## config.mk

```make
export PLATFORM = sky130hd
export DESIGN_NAME = pchr_regs
export DESIGN_NICKNAME = d
export VERILOG_FILES = /design/src/rtl/pchr_pulse.v /design/src/rtl/pchr_regs.v /design/src/rtl/pchr_sync.v
export VERILOG_INCLUDE_DIRS = /design/src /design/src/rtl
export SDC_FILE = /design/constraint.sdc
export NUM_CORES = 1
export LEC_CHECK = 0
export BUFFER_PORTS_ARGS = -buffer_cell sky130_fd_sc_hd__buf_2
export CORE_MARGIN = 5
export CORE_UTILIZATION = 56
export DETAILED_ROUTE_END_ITERATION = 16
export PLACE_DENSITY = 0.77
export SKIP_CTS_REPAIR_TIMING = 1
export SLEW_MARGIN = 10
export SYNTH_ARGS = -nofsm -noshare
export SYNTH_HDL_FRONTEND = slang
export SYNTH_SLANG_ARGS = --single-unit
export TNS_END_PERCENT = 100
```

## constraint.sdc

```tcl
create_clock -name clk_i -period 2.26 [get_ports clk_i]
set_clock_uncertainty 0.15 [all_clocks]
set_input_delay 0.339 -clock clk_i [delete_from_list [all_inputs] [get_ports clk_i]]
set_output_delay 0.339 -clock clk_i [all_outputs]
set_load 0.03 [all_outputs]
```

## src/rtl/pchr_defines.vh

```
`ifndef PCHR_DEFINES_VH
`define PCHR_DEFINES_VH

// Configuration byte offsets
`define PCHR_OFS_HDR_LAT 8'h0c
`define PCHR_OFS_MEM_BASE 8'h10

// Host mode field codes
`define PCHR_HM_SWRESET 3'h0
`define PCHR_HM_PCI 3'h1
`define PCHR_HM_UB_A 3'h2
`define PCHR_HM_UB_B 3'h3
`define PCHR_HM_SELFCFG 3'h5

// Field positions in the header/latency word
`define PCHR_CLS_LSB 0
`define PCHR_LAT_LSB 8
`define PCHR_HT_LSB 16
`define PCHR_HT_VALUE 8'h00

// Field positions in the base word
`define PCHR_PM_LSB 16
`define PCHR_GB_LSB 16
`define PCHR_MEM_CMP_LSB 12

// Reset values
`define PCHR_LAT_RST 8'h00
`define PCHR_CLS_RST 8'h00
`define PCHR_PM_RST 16'h0000

// Core-side select codes
`define PCHR_CORE_SEL_LAT 1'b0
`define PCHR_CORE_SEL_BASE 1'b1

`endif

```

## src/rtl/pchr_pulse.v

```verilog
`timescale 1ns/100ps
module pchr_pulse #(
    parameter LW = 8
) (
    input wire clk_i,
    input wire rst_i,
    input wire ce_i,
    input wire start_i,
    input wire [LW-1:0] len_i,
    output reg busy_o
);
    reg [LW-1:0] cnt_q;

    // Pulse lasts len_i + 1 cycles
    always @(posedge clk_i) begin
        if (rst_i) begin
            cnt_q <= {LW{1'b0}};
            busy_o <= 1'b0;
        end else if (ce_i) begin
            if (start_i && !busy_o) begin
                cnt_q <= len_i;
                busy_o <= 1'b1;
            end else if (busy_o) begin
                if (cnt_q == {LW{1'b0}}) begin
                    busy_o <= 1'b0;
                end else begin
                    cnt_q <= cnt_q - {{(LW-1){1'b0}}, 1'b1};
                end
            end
        end
    end
endmodule

```

## src/rtl/pchr_regs.v

```verilog
`timescale 1ns/100ps
`include "pchr_defines.vh"
module pchr_regs #(
    parameter LAT_W = 8
) (
    input wire clk_i,
    input wire rst_i,
    input wire ce_i,
    input wire [2:0] host_mode_field_i,
    input wire irq_level_select_i,
    input wire pci_clk_i,
    input wire cfg_req_i,
    input wire cfg_wr_i,
    input wire [7:0] cfg_addr_i,
    input wire [3:0] cfg_be_n_i,
    input wire [31:0] cfg_wdata_i,
    input wire mem_req_i,
    input wire [31:0] pci_addr_data_lines_i,
    input wire ub_req_i,
    input wire [10:0] local_bus_addr_lines_i,
    input wire core_wr_i,
    input wire core_rd_i,
    input wire core_sel_i,
    input wire [15:0] core_wdata_i,
    input wire irq_req_i,
    output reg [31:0] cfg_rdata_o,
    output reg cfg_ack_o,
    output reg cfg_retry_o,
    output reg mem_hit_o,
    output reg [11:0] mem_reg_sel_o,
    output reg ub_hit_o,
    output reg [2:0] ub_reg_sel_o,
    output reg [15:0] core_rdata_o,
    output reg core_ack_o,
    output reg [7:0] latency_count_o,
    output reg [7:0] line_size_words_o,
    output reg host_int_request_pin_n_o
);
    // Byte-lane merge for enabled lanes (active-low enable)
    function [7:0] lane_merge;
        input [7:0] old_v;
        input [7:0] new_v;
        input en_n;
        begin
            lane_merge = en_n ? old_v : new_v;
        end
    endfunction

    // Host mode decode
    function mode_is;
        input [2:0] mode;
        input [2:0] code;
        begin
            mode_is = (mode == code);
        end
    endfunction

    reg [LAT_W-1:0] lat_q;
    reg [7:0] cls_q;
    reg [15:0] pm_q;
    reg pclk_prev_q;
    reg irq_req_prev_q;
    reg cfg_req_prev_q;
    reg mem_req_prev_q;
    reg ub_req_prev_q;
    reg [1:0] cfg_state_q;
    reg [1:0] cfg_state_d;

    // One-hot states of the configuration answer
    localparam [1:0] ST_IDLE = 2'b01;
    localparam [1:0] ST_HOLD = 2'b10;

    wire pclk_s;
    wire cfg_req_s;
    wire cfg_wr_s;
    wire [7:0] cfg_addr_s;
    wire [3:0] cfg_be_n_s;
    wire [31:0] cfg_wdata_s;
    wire mem_req_s;
    wire [31:0] pci_addr_s;
    wire ub_req_s;
    wire [10:0] ub_addr_s;
    wire pulse_busy;

    // Bring every link input into the core clock domain
    pchr_sync #(
        .WIDTH(1)
    ) u_sync_clk (
        .clk_i(clk_i),
        .rst_i(rst_i),
        .ce_i(ce_i),
        .d_i(pci_clk_i),
        .q_o(pclk_s)
    );

    pchr_sync #(
        .WIDTH(46)
    ) u_sync_cfg (
        .clk_i(clk_i),
        .rst_i(rst_i),
        .ce_i(ce_i),
        .d_i({cfg_req_i, cfg_wr_i, cfg_addr_i, cfg_be_n_i, cfg_wdata_i}),
        .q_o({cfg_req_s, cfg_wr_s, cfg_addr_s, cfg_be_n_s, cfg_wdata_s})
    );

    pchr_sync #(
        .WIDTH(45)
    ) u_sync_addr (
        .clk_i(clk_i),
        .rst_i(rst_i),
        .ce_i(ce_i),
        .d_i({mem_req_i, pci_addr_data_lines_i, ub_req_i,
              local_bus_addr_lines_i}),
        .q_o({mem_req_s, pci_addr_s, ub_req_s, ub_addr_s})
    );

    // Sample on falling link clock: data launched at rising edge is settled
    wire pclk_fall = pclk_prev_q && !pclk_s;

    wire mode_pci = mode_is(host_mode_field_i, `PCHR_HM_PCI);
    wire mode_swr = mode_is(host_mode_field_i, `PCHR_HM_SWRESET);
    wire mode_ub = mode_is(host_mode_field_i, `PCHR_HM_UB_A) ||
                   mode_is(host_mode_field_i, `PCHR_HM_UB_B);
    wire mode_self = mode_is(host_mode_field_i, `PCHR_HM_SELFCFG);

    wire hit_hdr = (cfg_addr_s == `PCHR_OFS_HDR_LAT);
    wire hit_base = (cfg_addr_s == `PCHR_OFS_MEM_BASE);
    // Request must stand two samples so the synced word has settled
    wire cfg_take = pclk_fall && cfg_req_s && cfg_req_prev_q &&
                    (hit_hdr || hit_base) && (cfg_state_q == ST_IDLE);
    wire cfg_mapped = mode_pci || mode_swr;
    wire cfg_go = cfg_take && mode_pci;
    wire cfg_wr_go = cfg_go && cfg_wr_s;
    wire cfg_answer = cfg_take && cfg_mapped;

    wire core_go_wr = mode_self && core_wr_i;
    wire core_go_rd = mode_self && core_rd_i;

    // Readback words with hardwired fields
    wire [31:0] hdr_word = {8'h00, `PCHR_HT_VALUE, lat_q, cls_q};
    wire [31:0] base_word = {pm_q, 16'h0000};

    // Write image: enabled lanes take new data, others keep old
    wire [31:0] cfg_old_word = hit_hdr ? hdr_word : base_word;
    wire [31:0] cfg_new_word;
    genvar g;
    generate
        for (g = 0; g < 4; g = g + 1) begin : g_lane
            assign cfg_new_word[8*g+7:8*g] = lane_merge(
                cfg_old_word[8*g+7:8*g], cfg_wdata_s[8*g+7:8*g],
                cfg_be_n_s[g]);
        end
    endgenerate

    // One answer per request: wait for the request to drop
    always @* begin
        cfg_state_d = cfg_state_q;
        case (cfg_state_q)
            ST_IDLE: begin
                if (cfg_answer) begin
                    cfg_state_d = ST_HOLD;
                end
            end
            ST_HOLD: begin
                if (!cfg_req_s) begin
                    cfg_state_d = ST_IDLE;
                end
            end
            default: begin
                cfg_state_d = ST_IDLE;
            end
        endcase
    end

    always @(posedge clk_i) begin
        if (rst_i) begin
            cfg_state_q <= ST_IDLE;
        end else if (ce_i) begin
            cfg_state_q <= cfg_state_d;
        end
    end

    // Latency field
    always @(posedge clk_i) begin
        if (rst_i) begin
            lat_q <= `PCHR_LAT_RST;
        end else if (ce_i) begin
            if (cfg_wr_go && hit_hdr) begin
                lat_q <= cfg_new_word[15:8];
            end else if (core_go_wr && core_sel_i == `PCHR_CORE_SEL_LAT) begin
                lat_q <= core_wdata_i[7:0];
            end
        end
    end

    // Line size field, configurator only
    always @(posedge clk_i) begin
        if (rst_i) begin
            cls_q <= `PCHR_CLS_RST;
        end else if (ce_i) begin
            if (cfg_wr_go && hit_hdr) begin
                cls_q <= cfg_new_word[7:0];
            end
        end
    end

    // Memory base high half; bits 23-16 double as Universal Bus base
    always @(posedge clk_i) begin
        if (rst_i) begin
            pm_q <= `PCHR_PM_RST;
        end else if (ce_i) begin
            if (cfg_wr_go && hit_base) begin
                pm_q <= cfg_new_word[31:16];
            end else if (core_go_wr && core_sel_i == `PCHR_CORE_SEL_BASE) begin
                pm_q <= core_wdata_i;
            end
        end
    end

    // Configuration answer: data in PCI mode, retry in software reset
    always @(posedge clk_i) begin
        if (rst_i) begin
            cfg_rdata_o <= 32'h00000000;
            cfg_ack_o <= 1'b0;
            cfg_retry_o <= 1'b0;
        end else if (ce_i) begin
            cfg_ack_o <= cfg_go;
            cfg_retry_o <= cfg_take && cfg_mapped && !mode_pci;
            if (cfg_go && !cfg_wr_s) begin
                cfg_rdata_o <= hit_hdr ? hdr_word : base_word;
            end else if (cfg_take) begin
                cfg_rdata_o <= 32'h00000000;
            end
        end
    end

    // PCI memory-space decode
    always @(posedge clk_i) begin
        if (rst_i) begin
            mem_hit_o <= 1'b0;
            mem_reg_sel_o <= 12'h000;
        end else if (ce_i) begin
            if (pclk_fall) begin
                mem_hit_o <= mode_pci && mem_req_s && mem_req_prev_q &&
                             (pci_addr_s[31:12] == {pm_q, 4'h0});
                mem_reg_sel_o <= pci_addr_s[11:0];
            end
        end
    end

    // Universal Bus decode, other base bits ignored
    always @(posedge clk_i) begin
        if (rst_i) begin
            ub_hit_o <= 1'b0;
            ub_reg_sel_o <= 3'h0;
        end else if (ce_i) begin
            if (pclk_fall) begin
                ub_hit_o <= mode_ub && ub_req_s && ub_req_prev_q &&
                            (ub_addr_s[10:3] == pm_q[7:0]);
                ub_reg_sel_o <= ub_addr_s[2:0];
            end
        end
    end

    // Core-side readback: latency or base, never line size
    always @(posedge clk_i) begin
        if (rst_i) begin
            core_rdata_o <= 16'h0000;
            core_ack_o <= 1'b0;
        end else if (ce_i) begin
            core_ack_o <= core_go_rd || core_go_wr;
            if (core_go_rd) begin
                if (core_sel_i == `PCHR_CORE_SEL_BASE) begin
                    core_rdata_o <= pm_q;
                end else begin
                    core_rdata_o <= {8'h00, lat_q};
                end
            end
        end
    end

    // Edge trackers
    always @(posedge clk_i) begin
        if (rst_i) begin
            pclk_prev_q <= 1'b0;
            irq_req_prev_q <= 1'b0;
            cfg_req_prev_q <= 1'b0;
            mem_req_prev_q <= 1'b0;
            ub_req_prev_q <= 1'b0;
        end else if (ce_i) begin
            pclk_prev_q <= pclk_s;
            irq_req_prev_q <= irq_req_i;
            cfg_req_prev_q <= cfg_req_s;
            mem_req_prev_q <= mem_req_s;
            ub_req_prev_q <= ub_req_s;
        end
    end

    // Host interrupt pulse of latency plus one cycles
    pchr_pulse #(
        .LW(LAT_W)
    ) u_pulse (
        .clk_i(clk_i),
        .rst_i(rst_i),
        .ce_i(ce_i),
        .start_i(mode_ub && !irq_level_select_i &&
                 irq_req_i && !irq_req_prev_q),
        .len_i(lat_q),
        .busy_o(pulse_busy)
    );

    // Interrupt pin, active low; level mode follows the request in Universal Bus modes
    always @(posedge clk_i) begin
        if (rst_i) begin
            host_int_request_pin_n_o <= 1'b1;
        end else if (ce_i) begin
            if (irq_level_select_i) begin
                host_int_request_pin_n_o <= !(mode_ub && irq_req_i);
            end else begin
                host_int_request_pin_n_o <= !pulse_busy;
            end
        end
    end

    // Field mirrors for the rest of the host interface
    always @(posedge clk_i) begin
        if (rst_i) begin
            latency_count_o <= `PCHR_LAT_RST;
            line_size_words_o <= `PCHR_CLS_RST;
        end else if (ce_i) begin
            latency_count_o <= lat_q;
            line_size_words_o <= cls_q;
        end
    end
endmodule

```

## src/rtl/pchr_sync.v

```verilog
`timescale 1ns/100ps
module pchr_sync #(
    parameter WIDTH = 1
) (
    input wire clk_i,
    input wire rst_i,
    input wire ce_i,
    input wire [WIDTH-1:0] d_i,
    output reg [WIDTH-1:0] q_o
);
    reg [WIDTH-1:0] meta_q;

    // Two-stage synchroniser, first stage read only by the second
    always @(posedge clk_i) begin
        if (rst_i) begin
            meta_q <= {WIDTH{1'b0}};
            q_o <= {WIDTH{1'b0}};
        end else if (ce_i) begin
            meta_q <= d_i;
            q_o <= meta_q;
        end
    end
endmodule
```

# After elaboration in Yosys (flattened, before gate mapping)
# Index checks and enable logic that the tools add are counted.
dict set report totals {
  regBits 317
  inputBits 119
  out_inout_bits 85
  word_cells 118
}
dict set report classes {
  add_sub_neg 1
  eq_ne 13
  mux 22
  n_bitwise 1
  n_reduce_logical 52
}
# cell count
set ops {}
lappend ops {{$mux W32} 3}
lappend ops {{$mux W8} 9}
lappend ops {{$mux W16} 3}
lappend ops {{$logic_and A1 B1 Y1} 27}
lappend ops {{$eq A20 B20 Y1} 1}
lappend ops {{$reduce_and A2 Y1} 6}
lappend ops {{$eq A8 B4 Y1 const B} 1}
lappend ops {{$eq A8 B5 Y1 const B} 1}
lappend ops {{$eq A8 B8 Y1} 1}
lappend ops {{$logic_not A8 Y1} 1}
lappend ops {{$reduce_bool A2 Y1} 4}
lappend ops {{$sub A8 B1 Y8 const B} 1}
lappend ops {{$logic_not A1 Y1} 7}
lappend ops {{$eq A3 B2 Y1 const B} 2}
lappend ops {{$reduce_and A3 Y1} 2}
lappend ops {{$logic_or A1 B1 Y1} 4}
lappend ops {{$mux W1} 4}
lappend ops {{$mux W2} 2}
lappend ops {{$ne A2 B2 Y1 const B} 2}
lappend ops {{$pmux W2 S2} 1}
lappend ops {{$eq A3 B1 Y1 const B} 1}
lappend ops {{$eq A3 B3 Y1 const B} 1}
lappend ops {{$logic_not A3 Y1} 1}
lappend ops {{$eq A2 B1 Y1 const B} 1}
lappend ops {{3 further kinds} 3}

# Logic depth before layout (Yosys ltp)
# Gate-level depths: netlist of run 1.
dict set report logic_depth {
  word_depth 11
  mapped_depth 7
  mapped_depth_nobuf 7
}

# By module
# From an unflattened synthesis of run 1, not the netlist that was laid out.
dict set report unflattened {
  cells_unflattened 1248
  area_unflattened_um2 12675.9
}
# module instances cells_per_inst area_each_um2 seq_area_each_um2
set modules_own_cells {}
lappend modules_own_cells {pchr_regs 1 582 5471.5 2482.4}
lappend modules_own_cells {{pchr_sync (u_sync_cfg)} 1 296 3334.4 1841.8}
lappend modules_own_cells {{pchr_sync (u_sync_addr)} 1 290 3225.6 1801.7}
lappend modules_own_cells {pchr_pulse 1 74 576.8 180.2}
lappend modules_own_cells {{pchr_sync (u_sync_clk)} 1 6 67.6 40.0}

# Worst setup path before layout of run 1
# OpenSTA, ideal clock, no wires.
dict set report synth_path {
  path_kind {reg-to-reg}
  from {reg u_pulse.cnt_q[0]}
  to {reg u_pulse.cnt_q[5]}
  setup_time_ps 132
  arrival_ps 1741
  required_ps 1978
  setup_slack_ps 237
  stages_incl_launch_ff 8
  n_path_buf 0
  period_less_slack_ps 2023
  cell_sequence {dfxtp_1 -> inv_1 -> ha_1 -> nor2b_1 -> a311oi_1 -> or3b_2 -> nand3_1 -> a21oi_1}
}
dict set report synth_between {
  elab_chain_len 4
  word_cells_on_any_way 7
  cone_classes {add/sub (1); eq/ne (1); mux (3); reduce/logical (2)}
}
# element line_no
set synth_rtl {}
lappend synth_rtl {{from (decl)} pchr_pulse.v:12} ;# reg [LW-1:0] cnt_q;
lappend synth_rtl {{from (signal assigned)} pchr_pulse.v:17} ;# cnt_q <= {LW{1'b0}};
lappend synth_rtl {{from (signal assigned)} pchr_pulse.v:21} ;# cnt_q <= len_i;
lappend synth_rtl {{from (signal assigned)} pchr_pulse.v:27} ;# cnt_q <= cnt_q - {{(LW-1){1'b0}}, 1'b1};
lappend synth_rtl {{$sub A8 B1 Y8} pchr_pulse.v:27}
lappend synth_rtl {{$mux W8} pchr_pulse.v:24} ;# if (cnt_q == {LW{1'b0}}) begin
lappend synth_rtl {{$mux W8} pchr_pulse.v:23} ;# end else if (busy_o) begin
lappend synth_rtl {{$mux W8} pchr_pulse.v:20} ;# if (start_i && !busy_o) begin
# Parallel ways exist; a longest one is shown, timed or not. The select of a mux whose other input is x is not followed.
# A chain may end at the register's enable or synchronous reset.

# Worst setup path after layout of run 1
dict set report layout_path {
  from {reg u_sync_clk.q_o}
  to {reg pm_q[10]}
}
dict set report layout_between {
  elab_chain_len 11
  word_cells_on_any_way 12
  cone_classes {mux (1); reduce/logical (11)}
}
# element line_no
set layout_rtl {}
lappend layout_rtl {{from (decl)} pchr_sync.v:9} ;# output reg [WIDTH-1:0] q_o
lappend layout_rtl {{from (signal assigned)} pchr_sync.v:17} ;# q_o <= {WIDTH{1'b0}};
lappend layout_rtl {{from (signal assigned)} pchr_sync.v:20} ;# q_o <= meta_q;
lappend layout_rtl {{$logic_not A1 Y1 (*)} pchr_regs.v:118} ;# wire pclk_fall = pclk_prev_q && !pclk_s;
lappend layout_rtl {{$logic_and A1 B1 Y1 (*)} pchr_regs.v:118}
lappend layout_rtl {{$logic_and A1 B1 Y1 (*) (3 in series)} pchr_regs.v:129} ;# wire cfg_take = pclk_fall && cfg_req_s && cfg_req_prev_q &&
lappend layout_rtl {{$logic_and A1 B1 Y1 (*)} pchr_regs.v:130} ;# (hit_hdr || hit_base) && (cfg_state_q == ST_IDLE);
lappend layout_rtl {{$logic_and A1 B1 Y1 (*)} pchr_regs.v:132} ;# wire cfg_go = cfg_take && mode_pci;
lappend layout_rtl {{$logic_and A1 B1 Y1 (*)} pchr_regs.v:133} ;# wire cfg_wr_go = cfg_go && cfg_wr_s;
lappend layout_rtl {{$logic_and A1 B1 Y1 (*)} pchr_regs.v:212} ;# if (cfg_wr_go && hit_base) begin
lappend layout_rtl {{$reduce_bool A2 Y1 (no line)} n/a}
lappend layout_rtl {{$reduce_and A2 Y1 (no line)} n/a}
lappend layout_rtl {{to (signal assigned)} pchr_regs.v:210} ;# pm_q <= `PCHR_PM_RST;
lappend layout_rtl {{to (signal assigned)} pchr_regs.v:213} ;# pm_q <= cfg_new_word[31:16];
lappend layout_rtl {{to (signal assigned)} pchr_regs.v:215} ;# pm_q <= core_wdata_i;
lappend layout_rtl {{to (decl)} pchr_regs.v:60} ;# reg [15:0] pm_q;
# Mark *: on every way between the ends. The rest lies on a longest branch, timed or not.

==> reports/metrics.csv, run 1 <==
metric,value,unit
status,"complete, but fails checks",
violations,hold timing,
worstSetupPathType,reg2reg,
cap_violations,0,
fillers,1573,
yosysUniqueCellTypes,55,
end_kind,register,
dr.first_iter.drc_count,728,
track_usage,0.230,
num_vias,9822,
cts_tree,done,
place_congestion,0.841,
timing.final.crit_share,0.955,
p_leak,7.17,nW
clockBufferDepth,3,
worstPathRequired,2.55,ns
port_buffers,203,
arrival,2.45,ns
firstDrtPassIters,5,
pwr-share-seq,0.477,
p_clk_frac,0.448,
holdCritPathClass,in2reg,
grt_pass1_vias,8905,
hold_ws,-0.0197,ns
syn_inst,1239,
synth_edf_count,0,
dp_hpwl,20800,um
wirelength,31800,um
dieArea,25100,um2
ioPinCount,204,
nNetsFinal,1650,
fmax,463,MHz
root_buffer,clkbuf_16,
grt_max_degree,78,
pwr-share-comb,0.075,
initial_utilization,0.566,
core-area,21800,um2
swShare,0.219,
p_int,9.62,mW
power,12.3,mW
area_delta_synth_final,28.3,%
ys_seq_area_frac,0.515,
layout-drive-gt1-share,0.198,
yosys_warnings,0,
synth_nets,1360,
rsz0062_at_grt,false,
yosysTopAreaCell,dfxtp_1,
p_per_area,779,nW/um2
start_kind,register,
final-max-slew-violation-count,0,
dieWidth,158,um
clk-insertion-delay-late,0.55,ns
synth_most_common_cell,dfxtp_1,
ys_ff_latch,317,
setup_viol_count_final,0,
routed_via_density,5.35,
clock-sinks,317,
synth_ff_type,dfxtp_1,
fin_crit,2.16,ns
core.rowCount,54,
p_sw,2.70,mW
syn_area_per_cell,9.94,um2
wl_per_cell,17.4,um
htreeDepth,1,
drc,0,
ys_async_sr_fraction,0,
synthesis.area,12300,um2
slew_headroom,0.286,
yosys-top-cells-area,"dfxtp_1 52%, mux2i_1 19%, nor2_1 6.9%, a22o_1 2.8%, nand2_1 2.3%",
vdd_drop_max,0.000728,V
tightest_slew,1.07,ns
path_max_fanout,8,
synthTopCellsByCount,"317 x dfxtp_1, 238 x mux2i_1, 228 x nor2_1",
die_h,158,um
tns,0,ns
clkTransAtPathRegs,0.06,ns
numCtsBuffers,31,
hold_violations,7,
overflow,0,
ant_nets,0,
grt_first_pass_wirelength,46700,um
antenna_found_initial,1,
synth_top_area_frac,0.515,
==> worst max-delay path: stages (launching register included) <==
cell and delay, ns:
dfxtp_1 0.36, nor4b_4 0.38, nand4_2 0.17, o21ai_0 0.42, buf_4 0.19, nor2_1 0.06
buf_4 0.19, o2bb2ai_1 0.12
==> cell usage in the layout, fill, tap and decap left out, drive strengths merged, types with 3 or more instances in the layout <==
| master | netlist | layout |
|---|---|---|
| a211oi | 9 | 9 |
| a21o | 4 | 4 |
| a21oi | 39 | 39 |
| a22o | 40 | 40 |
| and2 | 7 | 7 |
| buf | 39 | 236 |
| bufinv | 0 | 5 |
| clkbuf | 50 | 49 |
| clkinv | 0 | 3 |
| dfxtp | 317 | 317 |
| dlygate4sd3 | 0 | 109 |
| inv | 28 | 29 |
| mux2i | 238 | 238 |
| nand2 | 76 | 76 |
| nand3 | 17 | 17 |
| nand3b | 4 | 4 |
| nand4 | 11 | 11 |
| nor2 | 231 | 231 |
| nor3 | 3 | 3 |
| nor4 | 10 | 10 |
| o21ai | 11 | 11 |
| o22ai | 25 | 25 |
| o2bb2ai | 24 | 24 |
| xnor2 | 4 | 4 |
| xor2 | 20 | 20 |
==> kinds of logic (layout without fill, tap and decap cells) <==
group | after synthesis | count (layout) | synth area share
multiplexers | 238 | 238 | 0.193
buffers and inverters | 117 | 432 | 0.0416
AO/OA/AOI/OAI | 160 | 160 | 0.0916
other | 0 | 1 | 0
AND/OR/NAND/NOR | 381 | 381 | 0.139
XOR/XNOR | 24 | 24 | 0.0171
adder cells (fa/ha/maj) | 2 | 2 | 0.00203
flip-flops | 317 | 317 | 0.515
==> per-stage QoR <==
stage	utilization	area, um2	setup slack (ns)	hold slack, ns	std cells
after floorplan	-	12300	0.237	0.281	1239
after global placement	0.625	13600	0.0333	0.286	1667
after detailed placement	0.625	13600	0.0144	0.293	1667
after CTS	0.676	14700	0.0867	-0.153	1725
after global routing	0.726	15800	0.0112	-0.00294	1834
final	0.727	15800	0.101	-0.0197	1835
==> per-layer routing <==
| metal | part of all wire | global-route usage | vias to the layer above |
|---|---|---|---|
| met5 | 0.00022 | 0 | - |
| met4 | 0.021 | 0.0593 | 2 |
| met3 | 0.064 | 0.0419 | 51 |
| met2 | 0.48 | 0.372 | 290 |
| met1 | 0.44 | 0.322 | 4594 |
| li1 | - | - | 4885 |
==> registers in the layout, summed over array words and instances (netlist names), 2 cells and up <==
| signal | cells |
|---|---|
| core_rdata_o | 16 |
| ub_reg_sel_o | 3 |
| u_pulse.cnt_q | 8 |
| u_sync_addr.meta_q | 45 |
| cfg_rdata_o | 32 |
| latency_count_o | 8 |
| lat_q | 8 |
| u_sync_cfg.meta_q | 46 |
| mem_reg_sel_o | 12 |
| pm_q | 16 |
| u_sync_addr.q_o | 45 |
| u_sync_cfg.q_o | 46 |
| line_size_words_o | 8 |
| cfg_state_q | 2 |
| cls_q | 8 |
==> area by class of cell <==
class | count | area, um2 | share of cell area
Antenna cell | 1 | 2.50 | 0.000158
Clock buffer | 48 | 930 | 0.0588
Clock inverter | 10 | 181 | 0.0115
Sequential cell | 317 | 6350 | 0.401
Timing Repair Buffer | 346 | 2410 | 0.152
Multi-Input combinational cell | 805 | 5490 | 0.347
Tap cell | 280 | 350 | 0.0222
Inverter | 28 | 105 | 0.00665
==> power by group through the flow <==
stage	sequential, mW	combinational [mW]	clock, mW
after floorplan	5.96	0.532	0
after global placement	5.99	0.747	0
after detailed placement	5.99	0.767	0
after CTS	5.87	0.773	5.60
after global routing	5.89	1.02	5.85
final	5.87	0.930	5.51
==> final timing paths <==
path              slack (ns)  depth (start not counted)           startpoint          endpoint
hold reg to reg         0.30                          2  u_sync_addr.q_o[18]  mem_reg_sel_o[6]
setup / recovery        0.10                          7       u_sync_clk.q_o          pm_q[10]
setup reg to reg        0.10                          7       u_sync_clk.q_o          pm_q[10]
hold / removal         -0.02                          3      core_wdata_i[1]           pm_q[1]
No activity file was read; power rests on OpenSTA's default activity.
==> run 2: changes to the inputs <==
Settings changed: ABC_CLOCK_PERIOD_IN_PS set to 2260, CTS_BUF_LIST set to sky130_fd_sc_hd__clkbuf_16.
==> reports/metrics.csv, run 2 (synthesis gave the netlist of run 1 again) <==
metric,value,unit,change
status,"complete, but fails checks",,unchanged
violations,hold timing,,unchanged
antenna_found_initial,1,,unchanged
fmax,467,MHz,was 463 MHz
nNetsFinal,1651,,was 1650
worstPathRequired,2.55,ns,about the same
port_buffers,203,,unchanged
setup_viol_count_final,0,,unchanged
drc,0,,unchanged
dr.first_iter.drc_count,700,,was 728
routed_via_density,5.37,,was 5.35
clk-insertion-delay-late,0.55,ns,about the same
setup_ws,0.118,ns,was 0.101 ns
core.rowCount,54,,unchanged
place_congestion,0.841,,unchanged
initial_utilization,0.566,,unchanged
slew_headroom,0.279,,was 0.286
firstDrtPassIters,5,,unchanged
core-area,21800,um2,unchanged
dp_hpwl,20800,um,unchanged
final_cell_mix,"317 x dfxtp_1, 238 x mux2i_1, 228 x nor2_1",,unchanged
worstSetupPathType,reg2reg,,unchanged
tightest_slew,1.08,ns,was 1.07 ns
root_buffer,clkbuf_16,,unchanged
wl_per_cell,17.4,um,about the same
hold_ws,-0.0204,ns,was -0.0197 ns
grt_pass1_vias,8918,,was 8905
final-max-slew-violation-count,0,,unchanged
num_vias,9852,,was 9822
start_kind,register,,unchanged
numCtsBuffers,31,,unchanged
p_leak,7.16,nW,was 7.17 nW
tns,0,ns,unchanged
layout-drive-gt1-share,0.192,,was 0.198
power,12.0,mW,was 12.3 mW
overflow,0,,unchanged
path_max_fanout,8,,unchanged
arrival,2.43,ns,was 2.45 ns
ant_nets,0,,unchanged
largestRegisters,"u_sync_cfg.meta_q x46, u_sync_cfg.q_o x46",,unchanged
dieWidth,158,um,unchanged
fin_crit,2.14,ns,was 2.16 ns
rsz0062_at_grt,false,,unchanged
layout_commonest_cell,dfxtp_1,,unchanged
p_per_area,761,nW/um2,was 779 nW/um2
vdd_drop_max,0.000717,V,was 0.000728 V
end_kind,register,,unchanged
die_h,158,um,unchanged
timing.final.crit_share,0.948,,was 0.955
holdCritPathClass,in2reg,,unchanged
clock-sinks,317,,unchanged
track_usage,0.230,,about the same
htreeDepth,1,,unchanged
dieArea,25100,um2,unchanged
area_delta_synth_final,27.7,%,was 28.3%
wirelength,31900,um,was 31800 um
cts_tree,done,,unchanged
grt_max_degree,78,,unchanged
clockBufferDepth,3,,unchanged
hold_violations,6,,was 7
grt_first_pass_wirelength,46500,um,was 46700 um
dp_slack,0.0144,ns,unchanged
fillers,1583,,was 1573
cap_violations,0,,unchanged
ioPinCount,204,,unchanged
clkTransAtPathRegs,0.06,ns,about the same
==> run 2: final timing paths <==
kind | startpoint | end | slack [ns] | depth (start not counted)
hold / removal | core_wdata_i[1] | pm_q[1] | -0.02 | 3
hold reg to reg | u_sync_addr.q_o[18] | mem_reg_sel_o[6] | 0.30 | 2
setup / recovery | u_sync_clk.q_o | pm_q[10] | 0.12 | 7
setup reg to reg | u_sync_clk.q_o | pm_q[10] | 0.12 | 7
==> run 2: layout make-up <==
| class | instances | area (um2) | area share |
|---|---|---|---|
| clock buffer | 31 | 776 | 0.0493 |
| multi-input combinational | 805 | 5490 | 0.349 |
| tap | 280 | 350 | 0.0223 |
| inverter | 28 | 105 | 0.00668 |
| timing repair buffer | 347 | 2420 | 0.154 |
| antenna | 1 | 2.50 | 0.000159 |
| clock inverter | 27 | 245 | 0.0156 |
| sequential | 317 | 6350 | 0.404 |
==> run 2: per-layer routing <==
layer	GRT usage	vias to the layer above	wire length [um]	share of wire
met2	0.368	315	15100	0.47
met1	0.321	4593	13900	0.44
met5	0	-	7	0.00022
met3	0.0413	64	2020	0.063
met4	0.0650	2	835	0.026
li1	-	4878	-	-
==> run 2: critical path, stage by stage (launching register included) <==
cell	delay, ns
dfxtp_1	0.36
nor4b_4	0.38
nand4_2	0.17
o21ai_0	0.40
buf_4	0.19
nor2_1	0.05
buf_4	0.19
o2bb2ai_1	0.12
==> run 2: report_power, final <==
group	switching [mW]	total, mW	internal, mW
clock network	2.11	5.16	3.04
logic	0.458	0.933	0.475
registers	0.117	5.87	5.76
total	2.69	12.0	9.28
==> run 2: metrics by stage <==
stage,instances,cell area (um2),hold slack (ns),utilization
finish,1836,15700,-0.0204,0.723
global route,1835,15700,0.0000414,0.723
CTS,1725,14600,-0.153,0.672
detailed placement,1667,13600,0.293,0.625
global placement,1667,13600,0.286,0.625
floorplan,1239,12300,0.281,-
